<file path="src/bwt_consts.vh">
// bwt_consts.vh: constants of the basic/watchdog timer block
// Function
// - each overflow of the 8-bit basic counter clocks the 3-bit watchdog counter once.
// - the basic count register is an 8-bit free-running read-only counter that resets to zero.
// - control bits [3:2] pick the tick as clock/2^9 (11b), 2^11 (10b), 2^12 (01b), 2^13 (00b).
// - the basic counter steps once per tick and at 255 flags a pending interrupt and wraps to zero.
// - after reset or a stop release the cpu start is held off until counter bit 4 is 1.
// - the basic counter overflow is offered to other logic as an oscillator-stable indication.
// - writing 1 to control bit [1] clears the basic counter and the bit reads back as 0.
// - writing 1 to control bit [0] clears the watchdog counter and the bit reads back as 0.
// - control field [15:8] equal to 10100101b stops the watchdog; any other value lets it reset.
// - reset loads the control register with zero, so the watchdog counts by default.
`ifndef BWT_CONSTS_VH
`define BWT_CONSTS_VH
// ==========================================================
// register byte addresses (printed offsets are indices)
`define BWT_CTRL_IDX      16'hA002
`define BWT_COUNT_IDX     16'hA007
`define BWT_IRQ_STAT_ADDR 20'h28040
`define BWT_IRQ_MASK_ADDR 20'h28044
`define BWT_ADDR_W        20
// ==========================================================
// control register fields
`define BWT_CTRL_RESET    16'h0000
`define BWT_WD_CLR_BIT    0
`define BWT_BT_CLR_BIT    1
`define BWT_SEL_LSB       2
`define BWT_SEL_MSB       3
`define BWT_KEY_LSB       8
`define BWT_KEY_MSB       15
`define BWT_WD_KEY        8'hA5
`define BWT_CTRL_WMASK    16'hFF0C
// ==========================================================
// prescaler and status layout
`define BWT_PRE_W         13
`define BWT_START_BIT     4
`define BWT_ST_OVF_BIT    0
`define BWT_ST_WDR_BIT    1
`define BWT_ST_W          2
`endif

</file>
<file path="src/bwt_irq.v">
// bwt_irq.v: sticky event status, mask and level interrupt output
`timescale 1ns/1ps
module bwt_irq #(
   parameter W = 2
) (
   // clock and reset
   input  wire         pclk,
   input  wire         presetn,
   // events and software access
   input  wire [W-1:0] evt,
   input  wire         clr_stat,
   input  wire         mask_we,
   input  wire [W-1:0] mask_wdata,
   // state
   output reg  [W-1:0] stat_r,
   output reg  [W-1:0] mask_r,
   output reg          irq_r
);
   wire [W-1:0] stat_nxt;

   // a new event wins over the clear-on-read of the same cycle
   assign stat_nxt = (clr_stat ? {W{1'b0}} : stat_r) | evt;

   always @(posedge pclk or negedge presetn) begin
      if (!presetn) begin
         stat_r <= {W{1'b0}};
         mask_r <= {W{1'b0}};
         irq_r  <= 1'b0;
      end else begin
         stat_r <= stat_nxt;
         if (mask_we)
            mask_r <= mask_wdata;
         irq_r  <= |(stat_nxt & (mask_we ? mask_wdata : mask_r));
      end
   end
endmodule // bwt_irq

</file>
<file path="src/bwt_prescaler.v">
// bwt_prescaler.v: free-running divider that yields the selected basic timer tick
`timescale 1ns/1ps
module bwt_prescaler #(
   parameter PRE_W = 13
) (
   // clock and reset
   input  wire         pclk,
   input  wire         presetn,
   // select and tick
   input  wire [1:0]   sel,
   output reg          tick_r
);
`include "bwt_consts.vh"

   reg  [PRE_W-1:0] div_r;
   reg              hit;

   // ==========================================================
   // tap choice: one tick per 2^9, 2^11, 2^12 or 2^13 clocks
   always @* begin
      case (sel)
         2'h3:    hit = (div_r[8:0]  == 9'h1FF);
         2'h2:    hit = (div_r[10:0] == 11'h7FF);
         2'h1:    hit = (div_r[11:0] == 12'hFFF);
         default: hit = (div_r[12:0] == 13'h1FFF);
      endcase
   end

   // divider never stops, so a select change only shifts the next tick
   always @(posedge pclk or negedge presetn) begin
      if (!presetn) begin
         div_r  <= {PRE_W{1'b0}};
         tick_r <= 1'b0;
      end else begin
         div_r  <= div_r + {{(PRE_W-1){1'b0}}, 1'b1};
         tick_r <= hit;
      end
   end
endmodule // bwt_prescaler

</file>
<file path="src/bwt_timer.v">
// bwt_timer.v: basic timer with watchdog, apb register slave
//
// The APB interface to the registers was left to the implementer.
`timescale 1ns/1ps
module bwt_timer (
   // apb clock and reset
   input  wire         pclk,
   input  wire         presetn,
   // apb slave
   input  wire         psel,
   input  wire         penable,
   input  wire         pwrite,
   input  wire [19:0]  paddr,
   input  wire [31:0]  pwdata,
   output reg  [31:0]  prdata,
   output reg          pready,
   output reg          pslverr,
   // system
   input  wire         stop_release,
   output reg          cpu_start_r,
   output reg          osc_stable_r,
   output reg          sys_reset_req_r,
   output reg          irq
);
`include "bwt_consts.vh"

   // ==========================================================
   // declarations
   reg  [15:0] ctrl_r;
   reg  [7:0]  count_r;
   reg  [2:0]  wd_count_r;
   reg         start_wait_r;
   reg         ovf_pulse_r;
   reg         sr_a_r;
   reg         sr_b_r;
   reg         sr_c_r;
   wire        tick;
   wire        acc;
   wire        wr;
   wire        rd;
   wire        hit_ctrl;
   wire        hit_count;
   wire        hit_stat;
   wire        hit_mask;
   wire        bt_clr;
   wire        wd_clr;
   wire        bt_ovf;
   wire        wd_run;
   wire        stop_rise;
   wire [1:0]  stat;
   wire [1:0]  mask;
   wire        irq_w;

   function [19:0] idx2addr;
      input [15:0] idx;
      begin
         idx2addr = {2'b00, idx, 2'b00};
      end
   endfunction

   // ==========================================================
   // apb decode: single-cycle access, pready high only in the access cycle
   assign acc       = psel & penable;
   assign wr        = acc & pwrite;
   assign rd        = acc & ~pwrite;
   assign hit_ctrl  = (paddr == idx2addr(`BWT_CTRL_IDX));
   assign hit_count = (paddr == idx2addr(`BWT_COUNT_IDX));
   assign hit_stat  = (paddr == `BWT_IRQ_STAT_ADDR);
   assign hit_mask  = (paddr == `BWT_IRQ_MASK_ADDR);

   // clear bits are write strobes, never stored, so they read back 0
   assign bt_clr = wr & hit_ctrl & pwdata[`BWT_BT_CLR_BIT];
   assign wd_clr = wr & hit_ctrl & pwdata[`BWT_WD_CLR_BIT];

   // ==========================================================
   // stop release pin: three flops, edge when stage two is set and stage three still clear
   always @(posedge pclk or negedge presetn) begin
      if (!presetn) begin
         sr_a_r <= 1'b0;
         sr_b_r <= 1'b0;
         sr_c_r <= 1'b0;
      end else begin
         sr_a_r <= stop_release;
         sr_b_r <= sr_a_r;
         sr_c_r <= sr_b_r;
      end
   end
   assign stop_rise = sr_b_r & ~sr_c_r;

   // ==========================================================
   // prescaler
   bwt_prescaler #(
      .PRE_W (`BWT_PRE_W)
   ) u_pre (
      .pclk    (pclk),
      .presetn (presetn),
      .sel     (ctrl_r[`BWT_SEL_MSB:`BWT_SEL_LSB]),
      .tick_r  (tick)
   );

   // overflow is the tick that finds the counter at 255
   assign bt_ovf = tick & (count_r == 8'hFF) & ~bt_clr;
   assign wd_run = (ctrl_r[`BWT_KEY_MSB:`BWT_KEY_LSB] != `BWT_WD_KEY);

   // ==========================================================
   // control register: reset to zero, only select and key stored
   always @(posedge pclk or negedge presetn) begin
      if (!presetn)
         ctrl_r <= `BWT_CTRL_RESET;
      else if (wr & hit_ctrl)
         ctrl_r <= pwdata[15:0] & `BWT_CTRL_WMASK;
   end

   // ==========================================================
   // basic counter: free-running, clear wins over a tick
   always @(posedge pclk or negedge presetn) begin
      if (!presetn)
         count_r <= 8'h00;
      else if (bt_clr)
         count_r <= 8'h00;
      else if (tick)
         count_r <= count_r + 8'h01;                             // wraps 255 to 0
   end

   // ==========================================================
   // watchdog counter clocked by basic overflows
   always @(posedge pclk or negedge presetn) begin
      if (!presetn) begin
         wd_count_r      <= 3'h0;
         sys_reset_req_r <= 1'b0;
      end else begin
         sys_reset_req_r <= 1'b0;
         if (wd_clr)
            wd_count_r <= 3'h0;
         else if (bt_ovf & wd_run) begin
            wd_count_r <= wd_count_r + 3'h1;
            if (wd_count_r == 3'h7)
               sys_reset_req_r <= 1'b1;
         end
      end
   end

   // ==========================================================
   // cpu start gate: reset and stop release re-arm the wait
   always @(posedge pclk or negedge presetn) begin
      if (!presetn) begin
         start_wait_r <= 1'b1;
         cpu_start_r  <= 1'b0;
      end else begin
         if (stop_rise) begin
            start_wait_r <= 1'b1;
            cpu_start_r  <= 1'b0;
         end else if (start_wait_r & count_r[`BWT_START_BIT]) begin
            start_wait_r <= 1'b0;
            cpu_start_r  <= 1'b1;
         end
      end
   end

   // overflow offered as a clock-stable indication, held from the first overflow until a stop release
   always @(posedge pclk or negedge presetn) begin
      if (!presetn) begin
         ovf_pulse_r  <= 1'b0;
         osc_stable_r <= 1'b0;
      end else begin
         ovf_pulse_r  <= bt_ovf;
         if (stop_rise)
            osc_stable_r <= 1'b0;
         else if (bt_ovf)
            osc_stable_r <= 1'b1;
      end
   end

   // ==========================================================
   // interrupt status: overflow and watchdog reset events
   bwt_irq #(
      .W (`BWT_ST_W)
   ) u_irq (
      .pclk       (pclk),
      .presetn    (presetn),
      .evt        ({sys_reset_req_r, ovf_pulse_r}),
      .clr_stat   (rd & hit_stat),
      .mask_we    (wr & hit_mask),
      .mask_wdata (pwdata[1:0]),
      .stat_r     (stat),
      .mask_r     (mask),
      .irq_r      (irq_w)
   );
   always @* irq = irq_w;

   // ==========================================================
   // apb read data and response, registered during setup
   always @(posedge pclk or negedge presetn) begin
      if (!presetn) begin
         prdata  <= 32'h00000000;
         pready  <= 1'b0;
         pslverr <= 1'b0;
      end else begin
         pready  <= psel & ~penable;
         pslverr <= psel & ~penable & ~(hit_ctrl | hit_count | hit_stat | hit_mask);
         if (psel & ~penable & ~pwrite) begin
            if (hit_ctrl)
               prdata <= {16'h0000, ctrl_r};
            else if (hit_count)
               prdata <= {24'h000000, count_r};
            else if (hit_stat)
               prdata <= {30'h00000000, stat};
            else if (hit_mask)
               prdata <= {30'h00000000, mask};
            else
               prdata <= 32'h00000000;
         end
      end
   end
endmodule // bwt_timer

</file>
<file path="config.mk">
export PLATFORM = sky130hd
export DESIGN_NAME = bwt_timer
export DESIGN_NICKNAME = d
export VERILOG_FILES = /design/src/bwt_irq.v /design/src/bwt_prescaler.v /design/src/bwt_timer.v
export VERILOG_INCLUDE_DIRS = /design/src
export SDC_FILE = /design/constraint.sdc
export NUM_CORES = 1
export LEC_CHECK = 0
export BUFFER_PORTS_ARGS = -buffer_cell sky130_fd_sc_hd__buf_2
export CORE_AREA = 4 4 87 89
export CTS_CLUSTER_SIZE = 24
export DETAILED_ROUTE_END_ITERATION = 8
export DIE_AREA = 0 0 91 93
export PLACE_DENSITY = 0.77
export RECOVER_POWER = 50
export SLEW_MARGIN = 0
export SYNTH_ARGS = -nofsm -noshare
export SYNTH_HDL_FRONTEND = slang
export SYNTH_SLANG_ARGS = --single-unit
export TNS_END_PERCENT = 5
</file>
<file path="constraint.sdc">
create_clock -name pclk -period 3.6 [get_ports pclk]
set_clock_uncertainty 0.2 [all_clocks]
set_input_delay 0.72 -clock pclk [delete_from_list [all_inputs] [get_ports pclk]]
set_output_delay 0.72 -clock pclk [all_outputs]
set_load 0.03 [all_outputs]
</file>
==> implementation parameters <==
Parameter                              Value

Synth
  Seq/Total Area, Yosys    55.3%
  Post-synthesis instance area    2990 sq um
  Yosys Warn Count    0
  Synth async-reset ratio    100%
  Largest area contributor in the netlist    sky130_fd_sc_hd__dfrtp_1
  Register bit total from synthesis    66
  Post-synthesis cell count    249
  Yosys top cell area share    54.4%
  Leading cell types by total area after synthesis    sky130_fd_sc_hd__dfrtp_1 (54%), sky130_fd_sc_hd__buf_4 (4.3%), sky130_fd_sc_hd__a22o_1 (3.8%)
  Number of synthesized flops with an enable pin    0
  Number of distinct standard cells referenced by the synthesized netlist    44
  Avg Inst Size Synth    12.0 sq um
  Most used DFF post-synth    sky130_fd_sc_hd__dfrtp_1

Die
  Y dimension of the die    93 microns
  Starting Density    44.3%
  Boundary pin count    96
  Horizontal die dimension    91 microns
  Core Box Area    6760 sq um
  Placement Rows    30
  Die outline area    8460 sq um

Setup path
  Critical Path AT    2.32 ns
  Largest fanout of any net on the critical path    12
  Critical Setup Path Class    in -> reg
  Data required time of the critical path    3.61 ns
  Type of destination of the critical path    flop
  Reg2Reg Launch Point    ctrl_r[14]
  Reg-to-reg critical path endpoint    wd_count_r[2]
  Internal reg-to-reg setup slack    1.54 ns
  Startpoint type of the worst setup path    input port
  Worst-case reg-to-reg path depth    5

Flow run
  Number of max-capacitance violations reported    1

Clock tree
  Maximum count of clock buffers along a single path    2
  Clock latency on the worst-skew pair    0.34 ns
  Clock tree from TritonCTS    done
  Clock Sink Count    66
  H-tree depth    3
  Total of cells resized after clock tree synthesis    0
  CTS Root Cell    sky130_fd_sc_hd__clkbuf_8
  Number of buffers inserted for hold repair after clock tree synthesis    0
  CTS Buf Count    9
  Clock slew at reported path FFs    0.07 ns
  Post-CTS setup repair buffer count    0

Pwr
  Total power consumption of the routed design    1410 uW
  Largest vdd supply drop    0.000199 V
  Leakage power    0.00173 uW
  Cell area power density    403 nW/um^2

Global route
  Aggregate global routing overflow    0
  Largest net degree at the start of global routing    67
  Number of antenna violations at the first check in global routing    0
  Overall routing resource usage    14.2%
  Vias in the first global route    2085
  First-pass GRT wire length    9.60 mm

Final layout
  Commonest cells after routing, fill and taps aside    sky130_fd_sc_hd__dfrtp_1 (65), sky130_fd_sc_hd__buf_2 (58), sky130_fd_sc_hd__nor2_1 (22)
  Area growth from synthesis to layout    16.7%
  Most common cell after layout, fill and taps aside    sky130_fd_sc_hd__dfrtp_1
  Net total in the final layout    378
  Antenna fix cells    0
  Layout cells sized above 1    30.6%

Drt
  Post-Route WL    5.73 mm
  Average wire per cell in the routed design    14.3 microns
  Routed Antenna Nets    0
  Via-per-instance ratio    5.13
  Post-route DRC    0
  DRC violation total after the first TritonRoute iteration    54
  Vias    2050
  Detailed-router iteration count before antenna repair    4

Min path
  Kind of path behind the tightest hold check    reg -> reg
  Hold Startpoint    sr_a_r
  Hold-critical path depth    0
  Hold Path End    sr_b_r

Outcome
  Failing checks    max-capacitance violations, max-slew violations
  Outcome    complete, but fails checks

Place
  Placed wire-length estimate after detailed placement    4.31 mm
  Final RePlAce weighted congestion    0.834
  Buffers on Ports    59

STA
  Final-report setup violation count    0
  Rel. slew slack    -5.15%
  FMAX    433 MHz
  Unrepaired setup endpoints after global routing    no
  Final Critical Period    2.31 ns
  Max-slew violation count    67
  Summed negative setup slack over all endpoints    0 ns
  Final hold violation count    0
  Worst slew pin tran    1.58 ns
  Share of the clock period used by the worst path    64.1%
[worst max path at each step]
| stage | from | to | slack (ns) | cells after the start |
|---|---|---|---|---|
| 2_1_floorplan | paddr[19] | u_irq.irq_r | 1.21 | 5 |
| 3_3_place_gp | paddr[19] | count_r[1] | 0.94 | 7 |
| 3_5_place_dp | paddr[19] | prdata[11] | 0.93 | 6 |
| 4_1_cts | paddr[19] | count_r[3] | 1.28 | 7 |
| 5_1_grt | paddr[19] | count_r[3] | 1.14 | 7 |
| 6_report | paddr[19] | count_r[3] | 1.29 | 7 |
[critical path, cell delays in order]
cell and delay (ns):
sky130_fd_sc_hd__buf_2 0.11, sky130_fd_sc_hd__nor4_4 0.33, sky130_fd_sc_hd__nand4_1 0.19, sky130_fd_sc_hd__nor4b_2 0.30, sky130_fd_sc_hd__buf_4 0.26, sky130_fd_sc_hd__and2_1 0.32
sky130_fd_sc_hd__nor2_1 0.09
[per-layer routing]
metal	track usage (%)	vias up	part of all wire (%)
li1	-	982	-
met1	16.0	995	40
met2	24.0	60	51
met3	6.19	13	7.3
met4	4.90	0	1.7
met5	0	-	0
[synthesized netlist by cell type, types with 5 or more instances]
cell and instances:
sky130_fd_sc_hd__dfrtp_1 65, sky130_fd_sc_hd__nor2_1 22, sky130_fd_sc_hd__buf_4 17, sky130_fd_sc_hd__a22o_1 13, sky130_fd_sc_hd__nand2_1 12, sky130_fd_sc_hd__nand3_1 11, sky130_fd_sc_hd__xnor2_1 11, sky130_fd_sc_hd__mux2_2 10
sky130_fd_sc_hd__inv_1 8, sky130_fd_sc_hd__xor2_1 7, sky130_fd_sc_hd__a21o_1 5, sky130_fd_sc_hd__a21oi_1 5, sky130_fd_sc_hd__ha_1 5, sky130_fd_sc_hd__mux2i_1 5
[flip-flops by register name (all words and copies together) (netlist names), 2 cells and up]
signal	count
count_r	8
ctrl_r	10
prdata	16
u_irq.mask_r	2
u_irq.stat_r	2
u_pre.div_r	13
wd_count_r	3
[where the power goes]
part	internal [uW]	total, uW	switching (uW)
clock network	268	548	280
logic	28.1	105	76.6
registers	750	753	3.05
total	1050	1410	360
[stage by stage]
step                instances  hold WS (ns)  setup WS, ns  cell area (sq um)  util [%]
finish                    400         0.150          1.29               3490      51.6
global route              400         0.156          1.14               3490      51.6
CTS                       400         0.151          1.28               3490      51.7
detailed placement        384         0.136         0.930               3310      49.0
global placement          384         0.134         0.943               3310      49.0
floorplan                 264         0.131          1.21               3050         -
[final cells by class]
type,count,area (sq um)
Clock inverter,6,42.5
Multi-Input combinational cell,169,1220
Sequential cell,66,1650
Clock buffer,10,138
Timing Repair Buffer,61,307
Tap cell,80,100
Fill cell,591,3270
Inverter,8,30.0
[kinds of logic after synthesis]
group	Yosys count	synth area share [%]
simple gates	80	16.9
flops	66	55.3
compound gates	33	8.37
buf+inv	29	5.82
xor+xnor	18	5.27
mux	17	6.19
fa+ha+maj	5	2.09
other cells	1	0.125
No activity file was read; power rests on OpenSTA's default activity.
